<file path="config.mk">
export PLATFORM = sky130hd
export DESIGN_NAME = ustbp_port
export DESIGN_NICKNAME = d
export VERILOG_FILES = /design/src/ustbp_pkg.sv /design/src/ustbp_port.sv
export SDC_FILE = /design/constraint.sdc
export NUM_CORES = 1
export LEC_CHECK = 0
export BUFFER_PORTS_ARGS = -buffer_cell sky130_fd_sc_hd__clkbuf_2
export CAP_MARGIN = 25
export CORE_MARGIN = 4
export CORE_UTILIZATION = 65
export CTS_CLUSTER_DIAMETER = 40
export CTS_CLUSTER_SIZE = 14
export DETAILED_ROUTE_END_ITERATION = 8
export GPL_TIMING_DRIVEN = 0
export PLACE_DENSITY = 0.86
export SLEW_MARGIN = 30
export SYNTH_ARGS = -nofsm -noshare
export SYNTH_HDL_FRONTEND = slang
export SYNTH_SLANG_ARGS = --single-unit
</file>
<file path="constraint.sdc">
create_clock -name sys_clk -period 6.3 [get_ports sys_clk]
set_clock_uncertainty 0.15 [all_clocks]
set_input_delay 1.89 -clock sys_clk [delete_from_list [all_inputs] [get_ports sys_clk]]
set_output_delay 1.89 -clock sys_clk [all_outputs]
set_load 0.02 [all_outputs]
</file>
<file path="src/ustbp_pkg.sv">
package ustbp_pkg;

  // ---------------------------------------------------------------
  // Register map
  // ---------------------------------------------------------------
  // Sixteen aliased words of receive buffer / transmit holding
  localparam logic [31:0] USTBP_ALIAS_BASE   = 32'h50001130;
  localparam int          USTBP_ALIAS_COUNT  = 16;
  localparam logic [31:0] USTBP_ALIAS_LAST   = 32'h5000116C;
  localparam logic [31:0] USTBP_SHADOW_DATA1 = 32'h50001134;
  localparam logic [31:0] USTBP_SHADOW_DATA2 = 32'h50001138;
  localparam logic [31:0] USTBP_LINE_STATE   = 32'h50001180;
  localparam logic [31:0] USTBP_IRQ_STATUS   = 32'h50001184;
  localparam logic [31:0] USTBP_IRQ_CLEAR    = 32'h50001188;
  localparam logic [31:0] USTBP_IRQ_ENABLE   = 32'h5000118C;

  // ---------------------------------------------------------------
  // Field layouts
  // ---------------------------------------------------------------
  localparam int USTBP_DATA_W      = 8;
  localparam int USTBP_LS_DR_BIT   = 0;
  localparam int USTBP_LS_OE_BIT   = 1;
  localparam int USTBP_LS_TX_HOLDING_EMPTY_FLAG_BIT = 5;
  localparam int USTBP_IRQ_W       = 3;
  localparam int USTBP_IRQ_OVERRUN = 0;
  localparam int USTBP_IRQ_RX      = 1;
  localparam int USTBP_IRQ_TXEMPTY = 2;

  // ---------------------------------------------------------------
  // Reset values
  // ---------------------------------------------------------------
  localparam logic [31:0] USTBP_RDATA_RST  = 32'h00000000;
  localparam logic [2:0]  USTBP_IRQ_RST    = 3'h0;
  localparam logic [7:0]  USTBP_BYTE_RST   = 8'h00;
  localparam int          USTBP_FIFO_DEPTH = 16;

endpackage

</file>
<file path="src/ustbp_port.sv">
// Decided for this implementation: the plain strobed port.
`timescale 1ns/10ps
`default_nettype none

// How it works
// - Sixteen 32-bit aliased words each reach receive buffer and transmit holding.
// - Read returns byte from serial input, or infrared input in infrared mode.
// - FIFOs off: new character overwrites unread byte and flags overrun.
// - FIFOs on: a read returns and removes the receive FIFO head.
// - Receive FIFO full: keep contents, drop new character, flag overrun.
// - Written byte goes to serial output, or infrared output in infrared mode.
// - FIFOs off and holding empty: one write clears the holding-empty flag.
// - FIFOs off: further writes before empty again overwrite pending byte.
// - FIFOs on: accept writes up to transmit depth, default 16.
// - Writes while transmit FIFO is full are discarded.
module ustbp_port
  import ustbp_pkg::*;
#(
  parameter int DEPTH = USTBP_FIFO_DEPTH
) (
  // Clock and reset
  input  wire logic        sys_clk,
  input  wire logic        reset_n,
  // Register port
  input  wire logic [31:0] reg_addr,
  input  wire logic [31:0] reg_wdata,
  input  wire logic        reg_wr,
  input  wire logic        reg_rd,
  output var  logic [31:0] reg_rdata,
  // Mode from the rest of the UART
  input  wire logic        fifo_enable,
  input  wire logic        ir_mode,
  // Receive shifters
  input  wire logic        uart_rx_valid,
  input  wire logic [7:0]  uart_rx_byte,
  input  wire logic        ir_rx_valid,
  input  wire logic [7:0]  ir_rx_byte,
  // Transmit shifters
  output logic             tx_uart_valid,
  output logic             tx_ir_valid,
  output logic [7:0]       tx_byte,
  input  wire logic        tx_take,
  // Status towards the line state logic
  output logic             rx_data_ready_flag,
  output logic             tx_holding_empty_flag,
  output var  logic        rx_overrun_pulse,
  // Interrupt
  output logic             irq
);

  localparam int AW = $clog2(DEPTH);
  localparam int CW = AW + 1;
  localparam logic [CW-1:0] FULL_CNT = CW'(DEPTH);
  localparam logic [CW-1:0] ONE_CNT  = CW'(1);
  localparam logic [CW-1:0] ZERO_CNT = CW'(0);

  // ---------------------------------------------------------------
  // Address decode
  // ---------------------------------------------------------------
  function automatic logic is_alias(input logic [31:0] a);
    is_alias = (a >= USTBP_ALIAS_BASE) && (a <= USTBP_ALIAS_LAST)
               && (a[1:0] == 2'b00);
  endfunction

  wire logic alias_rd = reg_rd && is_alias(reg_addr);
  wire logic alias_wr = reg_wr && is_alias(reg_addr);
  wire logic ls_rd    = reg_rd && (reg_addr == USTBP_LINE_STATE);
  wire logic st_rd    = reg_rd && (reg_addr == USTBP_IRQ_STATUS);
  wire logic en_rd    = reg_rd && (reg_addr == USTBP_IRQ_ENABLE);
  wire logic clr_wr   = reg_wr && (reg_addr == USTBP_IRQ_CLEAR);
  wire logic en_wr    = reg_wr && (reg_addr == USTBP_IRQ_ENABLE);

  // ---------------------------------------------------------------
  // Mode tracking
  // ---------------------------------------------------------------
  // Both queues are emptied when the FIFO mode changes, so a
  // one-deep holding register never inherits a deeper backlog.
  logic fifo_en;
  wire logic flush = fifo_enable ^ fifo_en;
  wire logic [CW-1:0] cap = fifo_en ? FULL_CNT : ONE_CNT;

  always_ff @(posedge sys_clk or negedge reset_n) begin
    if (!reset_n) begin
      fifo_en <= 1'b0;
    end else begin
      fifo_en <= fifo_enable;
    end
  end

  // ---------------------------------------------------------------
  // Receive side
  // ---------------------------------------------------------------
  logic [7:0]    rx_mem [DEPTH];
  logic [AW-1:0] rx_rd_ptr;
  logic [AW-1:0] rx_wr_ptr;
  logic [CW-1:0] rx_count;

  wire logic       rx_in_valid = ir_mode ? ir_rx_valid : uart_rx_valid;
  wire logic [7:0] rx_in_byte  = ir_mode ? ir_rx_byte : uart_rx_byte;
  wire logic       rx_nonempty = (rx_count != ZERO_CNT);
  wire logic [7:0] rx_head     = rx_mem[rx_rd_ptr];
  wire logic       rx_pop      = alias_rd && rx_nonempty && !flush;
  wire logic       rx_full     = (rx_count == cap);
  wire logic       rx_push     = rx_in_valid && !flush
                                 && (!rx_full || rx_pop);
  wire logic       rx_overwr   = rx_in_valid && !flush && !fifo_en
                                 && rx_full && !rx_pop;
  wire logic       rx_drop     = rx_in_valid && !flush && fifo_en
                                 && rx_full && !rx_pop;
  wire logic       rx_overrun  = rx_overwr || rx_drop;

  wire logic [CW-1:0] next_rx_count = flush ? ZERO_CNT
    : rx_count + CW'(rx_push) - CW'(rx_pop);

  always_ff @(posedge sys_clk or negedge reset_n) begin
    if (!reset_n) begin
      for (int i = 0; i < DEPTH; i++) begin
        rx_mem[i] <= USTBP_BYTE_RST;
      end
    end else if (rx_push) begin
      rx_mem[rx_wr_ptr] <= rx_in_byte;
    end else if (rx_overwr) begin
      rx_mem[rx_rd_ptr] <= rx_in_byte;
    end
  end

  always_ff @(posedge sys_clk or negedge reset_n) begin
    if (!reset_n) begin
      rx_rd_ptr <= '0;
      rx_wr_ptr <= '0;
      rx_count  <= ZERO_CNT;
    end else begin
      rx_rd_ptr <= flush ? rx_wr_ptr : rx_rd_ptr + AW'(rx_pop);
      rx_wr_ptr <= rx_wr_ptr + AW'(rx_push);
      rx_count  <= next_rx_count;
    end
  end

  assign rx_data_ready_flag = rx_nonempty;

  // ---------------------------------------------------------------
  // Transmit side
  // ---------------------------------------------------------------
  logic [7:0]    tx_mem [DEPTH];
  logic [AW-1:0] tx_rd_ptr;
  logic [AW-1:0] tx_wr_ptr;
  logic [CW-1:0] tx_count;

  wire logic       tx_nonempty = (tx_count != ZERO_CNT);
  wire logic       tx_pop      = tx_take && tx_nonempty && !flush;
  wire logic       tx_full     = (tx_count == cap);
  wire logic [7:0] tx_wbyte    = reg_wdata[7:0];
  wire logic       tx_push     = alias_wr && !flush
                                 && (!tx_full || tx_pop);
  wire logic       tx_overwr   = alias_wr && !flush && !fifo_en
                                 && tx_full && !tx_pop;
  // A full FIFO simply ignores the write: no push, no overwrite

  wire logic [CW-1:0] next_tx_count = flush ? ZERO_CNT
    : tx_count + CW'(tx_push) - CW'(tx_pop);

  always_ff @(posedge sys_clk or negedge reset_n) begin
    if (!reset_n) begin
      for (int i = 0; i < DEPTH; i++) begin
        tx_mem[i] <= USTBP_BYTE_RST;
      end
    end else if (tx_push) begin
      tx_mem[tx_wr_ptr] <= tx_wbyte;
    end else if (tx_overwr) begin
      tx_mem[tx_rd_ptr] <= tx_wbyte;
    end
  end

  always_ff @(posedge sys_clk or negedge reset_n) begin
    if (!reset_n) begin
      tx_rd_ptr <= '0;
      tx_wr_ptr <= '0;
      tx_count  <= ZERO_CNT;
    end else begin
      tx_rd_ptr <= flush ? tx_wr_ptr : tx_rd_ptr + AW'(tx_pop);
      tx_wr_ptr <= tx_wr_ptr + AW'(tx_push);
      tx_count  <= next_tx_count;
    end
  end

  assign tx_byte               = tx_mem[tx_rd_ptr];
  assign tx_uart_valid         = tx_nonempty && !ir_mode;
  assign tx_ir_valid           = tx_nonempty && ir_mode;
  assign tx_holding_empty_flag = !tx_nonempty;

  // ---------------------------------------------------------------
  // Interrupt status
  // ---------------------------------------------------------------
  logic [USTBP_IRQ_W-1:0] irq_status;
  logic [USTBP_IRQ_W-1:0] irq_enable;

  wire logic tx_drained = tx_pop && (tx_count == ONE_CNT) && !tx_push;
  wire logic [USTBP_IRQ_W-1:0] irq_events =
    {tx_drained, rx_push, rx_overrun};
  wire logic [USTBP_IRQ_W-1:0] irq_clear =
    clr_wr ? reg_wdata[USTBP_IRQ_W-1:0] : '0;

  // A new event in the clearing cycle survives the clear
  always_ff @(posedge sys_clk or negedge reset_n) begin
    if (!reset_n) begin
      irq_status       <= USTBP_IRQ_RST;
      irq_enable       <= USTBP_IRQ_RST;
      rx_overrun_pulse <= 1'b0;
    end else begin
      irq_status       <= (irq_status & ~irq_clear) | irq_events;
      rx_overrun_pulse <= rx_overrun;
      if (en_wr) begin
        irq_enable <= reg_wdata[USTBP_IRQ_W-1:0];
      end
    end
  end

  assign irq = |(irq_status & irq_enable);

  // ---------------------------------------------------------------
  // Read data
  // ---------------------------------------------------------------
  wire logic [31:0] ls_word =
      (32'(rx_nonempty) << USTBP_LS_DR_BIT)
    | (32'(irq_status[USTBP_IRQ_OVERRUN]) << USTBP_LS_OE_BIT)
    | (32'(!tx_nonempty) << USTBP_LS_TX_HOLDING_EMPTY_FLAG_BIT);

  wire logic [31:0] next_rdata =
      alias_rd ? {24'h000000, rx_head}
    : ls_rd    ? ls_word
    : st_rd    ? 32'(irq_status)
    : en_rd    ? 32'(irq_enable)
    : USTBP_RDATA_RST;

  always_ff @(posedge sys_clk or negedge reset_n) begin
    if (!reset_n) begin
      reg_rdata <= USTBP_RDATA_RST;
    end else begin
      reg_rdata <= next_rdata;
    end
  end

  // ---------------------------------------------------------------
  // Assertions
  // ---------------------------------------------------------------
  property p_alias_read;
    @(posedge sys_clk) disable iff (!reset_n)
    alias_rd |=> reg_rdata == {24'h000000, $past(rx_head)};
  endproperty
  a_alias_read: assert property (p_alias_read)
    else $error("alias read returned wrong byte");

  property p_ir_source;
    @(posedge sys_clk) disable iff (!reset_n)
    (ir_mode && ir_rx_valid && rx_count == ZERO_CNT && !flush)
      |=> rx_data_ready_flag && rx_head == $past(ir_rx_byte);
  endproperty
  a_ir_source: assert property (p_ir_source)
    else $error("infrared byte not captured in infrared mode");

  property p_overwrite_rx;
    @(posedge sys_clk) disable iff (!reset_n)
    (!fifo_en && !flush && rx_in_valid && rx_nonempty && !alias_rd)
      |=> rx_count == ONE_CNT && rx_head == $past(rx_in_byte)
          && irq_status[USTBP_IRQ_OVERRUN] && rx_overrun_pulse;
  endproperty
  a_overwrite_rx: assert property (p_overwrite_rx)
    else $error("unread byte not overwritten with overrun");

  property p_fifo_pop;
    @(posedge sys_clk) disable iff (!reset_n)
    (fifo_en && !flush && alias_rd && rx_count > ONE_CNT && !rx_in_valid)
      |=> rx_count == $past(rx_count) - ONE_CNT && rx_data_ready_flag;
  endproperty
  a_fifo_pop: assert property (p_fifo_pop)
    else $error("head read did not remove one entry");

  property p_rx_full_drop;
    @(posedge sys_clk) disable iff (!reset_n)
    (fifo_en && !flush && rx_count == FULL_CNT && rx_in_valid && !alias_rd)
      |=> rx_count == FULL_CNT && $stable(rx_head) && rx_overrun_pulse;
  endproperty
  a_rx_full_drop: assert property (p_rx_full_drop)
    else $error("full receive FIFO did not drop and flag overrun");

  property p_tx_route;
    @(posedge sys_clk) disable iff (!reset_n)
    tx_nonempty |-> (tx_ir_valid == ir_mode) && (tx_uart_valid != ir_mode);
  endproperty
  a_tx_route: assert property (p_tx_route)
    else $error("transmit byte routed to wrong output");

  property p_tx_holding_empty_flag_clear;
    @(posedge sys_clk) disable iff (!reset_n)
    (!fifo_en && !flush && alias_wr && tx_holding_empty_flag)
      |=> !tx_holding_empty_flag && tx_byte == $past(reg_wdata[7:0]);
  endproperty
  a_tx_holding_empty_flag_clear: assert property (p_tx_holding_empty_flag_clear)
    else $error("write did not clear holding-empty flag");

  property p_tx_overwrite;
    @(posedge sys_clk) disable iff (!reset_n)
    (!fifo_en && !flush && alias_wr && tx_nonempty && !tx_take)
      |=> tx_count == ONE_CNT && tx_byte == $past(reg_wdata[7:0]);
  endproperty
  a_tx_overwrite: assert property (p_tx_overwrite)
    else $error("pending transmit byte not overwritten");

  property p_tx_accept;
    @(posedge sys_clk) disable iff (!reset_n)
    (fifo_en && !flush && alias_wr && tx_count < FULL_CNT && !tx_take)
      |=> tx_count == $past(tx_count) + ONE_CNT;
  endproperty
  a_tx_accept: assert property (p_tx_accept)
    else $error("transmit FIFO refused write below depth");

  property p_tx_full_drop;
    @(posedge sys_clk) disable iff (!reset_n)
    (fifo_en && !flush && alias_wr && tx_count == FULL_CNT && !tx_take)
      |=> tx_count == FULL_CNT && $stable(tx_byte);
  endproperty
  a_tx_full_drop: assert property (p_tx_full_drop)
    else $error("write to full transmit FIFO was not discarded");

endmodule

`default_nettype wire

</file>
==> metrics.cfg, run 1 <==
[pwr]
combPwrFrac_pct = 26.3
leakage_nw = 8.19
netSwitchingPower_mw = 2.00
pwr-share-seq_pct = 38.4
ir_worst_vdd_mv = 0.213
power_density_mw_per_mm2 = 382
p_sw_share_pct = 30.3
intPower_mw = 4.60
p_clk_share_pct = 35.2

[global_route]
track_usage_pct = 28.3
grt_pass1_wl_um = 56900
grt_max_degree = 83
antenna_found_initial = 0
grt_pass1_vias = 10300
grt_overflow = 0

[timing]
period_minus_slack_ps = 5530
drv_slew = 0
worst_slack_ps = 766
fmax_mhz = 181
maxSlewHeadroom_pct = 37.4
hold_violations = 0
rsz0062_at_grt = no
finalSetupTns_ps = 0
setup_violations = 0
tightestPinTransition_ps = 939
post-route-period-util_pct = 87.8
holdWs_ps = 349

[cells_and_area]
nNetsFinal = 1313
num-fill-cells = 1302
mostFrequentLayoutCell = dfrtp_1
instances_no_fill = 1519
layout-drive-gt1-share_pct = 47.1
area_growth_pct = 16.0
final_cell_mix = dfrtp_1, mux2_2, clkbuf_2, mux4_2, clkbuf_1
antennaDiodeCount = 0

[place]
dp_cells = 1445
place.gp.congestion = 0.913
numPortBuffers = 85
place_ws_ps = 440
dp_hpwl_um = 23300

[setup_path]
cp-start-kind = register
crit_arrival_ps = 3490
path_max_fanout = 10
r2r_start = fifo_en$_DFF_PN0_
r2r_slack_ps = 1810
worstSetupPathType = register to output port
cp-startpoint = tx_rd_ptr[1]$_DFF_PN0_
required_ps = 4260
end_kind = output port

[yosys]
synth_edf_count = 0
syn_area_mm2 = 0.0149
synthArstFlopShare_pct = 100
synth_seq_cells = 298
netlist_instances = 1049
synth.yosys.seq_area_share_pct = 50.1
avgSynthCellArea_um2 = 14.2
yosysUniqueCellTypes = 57
synthFlopType = dfrtp_1
ys_warn_count = 0

[clock_tree]
cts-root-buf = clkbuf_16
clockBufferDepth = 3
h-tree-depth = 2
cts_setup_buffers = 0
cts_inserted_buffers = 40
cts-resized-gates = 0
cts_sinks = 298
clk_pin_slew_ps = 50
cts_hold_buf = 0
cts_tree = done
clock_latency_ps = 540

[detailed_routing]
wire_per_inst_um = 23.0
firstDrtPassIters = 6
first_iter_violations = 971
num_vias = 9601
ant_nets = 0
drc = 0
wl_um = 35000
routed_via_density = 6.32

[job]
maxCapViolCount = 0

[die]
start_util_pct = 65.9
dieHeight_um = 159
coreArea_mm2 = 0.0226
num_rows = 55
dieArea_mm2 = 0.0254
die_x_um = 159
ios = 135

[status]
status = finished, final reports clean

[worst_hold_path]
hp-class = register to register
min_from = rx_mem[11]$_DFFE_PN0P_

registers in the layout (all words and copies together) (netlist names):
| register | flops |
|---|---|
| fifo_en | 1 |
| irq_enable | 3 |
| irq_status | 3 |
| reg_rdata | 8 |
| rx_count | 5 |
| rx_mem | 128 |
| rx_overrun_pulse | 1 |
| rx_rd_ptr | 4 |
| rx_wr_ptr | 4 |
| tx_count | 5 |
| tx_mem | 128 |
| tx_rd_ptr | 4 |
| tx_wr_ptr | 4 |
final timing paths:
check                                         end  depth (start not counted)
max                                    tx_byte[5]                          6
min                        rx_mem[11]$_DFFE_PN0P_                          1
max reg2reg                 tx_count[4]$_DFF_PN0_                         17
min reg2reg                rx_mem[11]$_DFFE_PN0P_                          1
max in group asynchronous  rx_mem[22]$_DFFE_PN0P_                          4
min in group asynchronous  tx_mem[60]$_DFFE_PN0P_                          1
cells by family (layout without fill, tap and decap cells):
logic type	after synthesis	in the layout	synth area share, %
fa+ha+maj	22	22	1.95
xor+xnor	16	16	0.942
simple gates	180	180	6.48
mux	351	351	32.6
other cells	1	24	0.0252
compound gates	70	70	4.37
buf+inv	111	273	3.53
flops	298	298	50.1
cell type report:
type,count,area (um^2),area share (%)
Tap cell,285,357,2.06
Inverter,23,86.3,0.500
Multi-Input combinational cell,663,7000,40.5
Timing Repair Buffer,88,517,2.99
Buffer,88,444,2.57
Clock inverter,26,308,1.78
Sequential cell,298,7460,43.2
Clock buffer,48,1100,6.38
stage by stage:
stage	total power, mW	utilization [%]	area (um^2)
3_5_place_dp	4.25	70.2	15800
2_1_floorplan	3.77	-	15000
4_1_cts	6.60	76.4	17300
3_3_place_gp	4.16	69.8	15800
6_report	6.60	76.5	17300
5_1_grt	6.90	76.5	17300
critical path, stage by stage, from the launching register on:
cell and delay [ps]:
dfrtp_1 350, clkbuf_1 270, clkbuf_1 490, clkbuf_1 730
mux4_2 450, mux4_2 500, clkbuf_2 180
synthesized netlist by cell type (all sizes together), types with 2 or more instances:
cell,instances,share of area (%)
dfrtp,298,50
mux2,270,20
mux4,80,12
clkbuf,48,1.2
nand2,45,1.1
buf,40,1.7
nor2,35,0.90
a21oi,24,1.0
inv,23,0.58
ha,20,1.7
a22oi,15,1.7
nand2b,13,0.55
nor3,12,0.40
nand3,10,0.34
o21ai,10,0.34
nor2b,9,0.38
nor4,9,0.48
or3,9,0.41
nand4,8,0.34
or4,8,0.41
xnor2,8,0.47
xor2,8,0.47
a21o,6,0.31
and2,6,0.25
o22ai,4,0.17
nor3b,3,0.15
o32ai,3,0.33
or4b,3,0.20
and3,2,0.084
and3b,2,0.12
fa,2,0.27
nand3b,2,0.10
power groups by stage:
stage | sequential [mW] | clock, mW | combinational, mW
4_1_cts | 2.53 | 2.34 | 1.73
3_3_place_gp | 2.52 | 0 | 1.64
5_1_grt | 2.57 | 2.44 | 1.88
3_5_place_dp | 2.55 | 0 | 1.70
6_report | 2.54 | 2.32 | 1.74
2_1_floorplan | 2.47 | 0 | 1.30
metal layers:
metal	share of wire, %	up-vias	GRT usage [%]
li1	-	4149	-
met1	41	4979	39.1
met2	49	392	46.3
met3	6.9	81	5.80
met4	2.5	0	8.36
met5	0	-	0
Power figures use the tool's default switching activity.
==> run 2, diff against run 1 <==
--- a/config.mk
+++ b/config.mk
@@ -14,6 +14,7 @@
 export DETAILED_ROUTE_END_ITERATION = 8
 export GPL_TIMING_DRIVEN = 0
 export PLACE_DENSITY = 0.86
+export REMOVE_ABC_BUFFERS = 1
 export SLEW_MARGIN = 30
 export SYNTH_ARGS = -nofsm -noshare
 export SYNTH_HDL_FRONTEND = slang
==> metrics.cfg, run 2 (synthesis results as in run 1) <==
[setup_path]
critPathMaxStageDelay_ps = 690
worstSetupPathType = input port to register
path_common_cell = inv_1
slowest_stage = or4_2
path_max_fanout = 19
crit_arrival_ps = 5830
required_ps = 6570
rr_worst_depth = 15
r2r_start = fifo_en$_DFF_PN0_
end_kind = register
cp_cell_sequence = clkbuf_2 -> or4_2 -> or3_4 -> nor4_4 -> a21o_2 -> inv_1 -> ha_1 -> inv_1 -> ha_1 -> inv_1 -> fa_1 -> inv_1 -> a21oi_1 -> nor2_1 -> or3_1 -> a21oi_1
r2r_slack_ps = 1980
cp-start-kind = input port
rr_endpoint = rx_count[4]$_DFF_PN0_

[die]
dieHeight_um = 159
start_util_pct = 65.9
num_rows = 55
dieArea_mm2 = 0.0254
ios = 135
coreArea_mm2 = 0.0226
die_x_um = 159

[clock_tree]
cts_tree = done
cts_hold_buf = 0
clockBufferDepth = 3
clk_pin_slew_ps = 60
cts-resized-gates = 0
cts_setup_buffers = 0
cts_sinks = 298
cts_inserted_buffers = 40
h-tree-depth = 2
cts-root-buf = clkbuf_16
clock_latency_ps = 520

[global_route]
grt_pass1_vias = 9621
grt_overflow = 0
grt_pass1_wl_um = 52600
track_usage_pct = 25.8
grt_max_degree = 85
antenna_found_initial = 0

[timing]
tightestPinTransition_ps = 933
maxSlewHeadroom_pct = 37.8
rsz0062_at_grt = no
period_minus_slack_ps = 5560
setup_violations = 0
hold_violations = 0
post-route-period-util_pct = 88.3
drv_slew = 0
worst_slack_ps = 736
fmax_mhz = 180

[cells_and_area]
final_cell_mix = dfrtp_1, mux2_2, clkbuf_2, mux4_2, nand2_1
nNetsFinal = 1230
area_growth_pct = 13.4
antennaDiodeCount = 0
mostFrequentLayoutCell = dfrtp_1
design_area_mm2 = 0.0169
top_regs = rx_mem: 128 flops, tx_mem: 128 flops, reg_rdata: 8 flops
layout-drive-gt1-share_pct = 48.2

[worst_hold_path]
hold_depth = 1
min_from = rx_mem[35]$_DFFE_PN0P_
whs_endpoint = rx_mem[35]$_DFFE_PN0P_
hp-class = register to register

[detailed_routing]
firstDrtPassIters = 5
wire_per_inst_um = 22.5
routed_via_density = 6.27
drc = 0
first_iter_violations = 583
ant_nets = 0
wl_um = 32300
num_vias = 8997

[place]
numPortBuffers = 86
place.gp.congestion = 0.855
place_ws_ps = 164
dp_hpwl_um = 20600
dpl_cell_area_mm2 = 0.0155

[job]
maxCapViolCount = 0

[pwr]
intPower_mw = 4.56
ir_worst_vdd_mv = 0.329
p_clk_share_pct = 35.2
netSwitchingPower_mw = 1.92
combPwrFrac_pct = 23.9
p_sw_share_pct = 29.6
power_density_mw_per_mm2 = 384
pwr-share-seq_pct = 41.0
leakage_nw = 7.97
power.total_mw = 6.47

[status]
status = finished, final reports clean

-- run 2: power groups by stage --
| stage | sequential, mW | combinational, mW | clock, mW |
|---|---|---|---|
| final | 2.65 | 1.54 | 2.28 |
| after global routing | 2.70 | 1.67 | 2.41 |
| after CTS | 2.65 | 1.55 | 2.30 |
| after detailed placement | 2.67 | 1.53 | 0 |
| after global placement | 2.73 | 1.35 | 0 |
| after floorplan | 2.61 | 1.11 | 0 |
-- run 2: worst max-delay path by stage --
stage | start | endpoint | slack [ps] | cells past startpoint
floorplan | reg_addr[31] | rx_count[4]$_DFF_PN0_ | 690 | 15
global placement | reset_n | rx_mem[3]$_DFFE_PN0P_ | -3040 | 1
detailed placement | fifo_enable | rx_count[4]$_DFF_PN0_ | 160 | 16
CTS | fifo_enable | rx_count[4]$_DFF_PN0_ | 630 | 16
global route | reg_addr[31] | rx_count[4]$_DFF_PN0_ | 560 | 16
finish | reg_addr[31] | rx_count[4]$_DFF_PN0_ | 740 | 16
-- run 2: layer usage --
layer  vias to the layer above  wire (um)  GRT usage [%]
met5                         -          0              0
met4                         0        849           7.73
met3                        64       1270           3.65
met2                       239      17100           45.8
met1                      4717      13000           33.4
li1                       3977          -              -
-- run 2: layout make-up --
class	instances	area [um^2]
repair buffers	93	602
inverters	23	86.3
well taps	285	357
fillers	1320	5690
clock inverters	26	288
multi-input cells	663	7000
clock buffers	46	1070
flip-flops and latches	298	7470
-- run 2: through the flow --
step | hold slack, ps | util [%] | TNS [ps] | cells
after floorplan | 319 | - | 0 | 984
after detailed placement | 338 | 68.7 | 0 | 1362
after global routing | 354 | 74.8 | 0 | 1434
final | 350 | 74.8 | 0 | 1434
after global placement | 331 | 67.9 | -895060 | 1355
after CTS | 351 | 74.7 | 0 | 1434
-- run 2: worst max-delay path, delay by kind of cell --
kind,cells,cell delay (ps)
AND/OR/NAND/NOR,5,1940
AO/OA/AOI/OAI,3,950
adder cells (fa/ha/maj),3,690
buffers and inverters,5,370
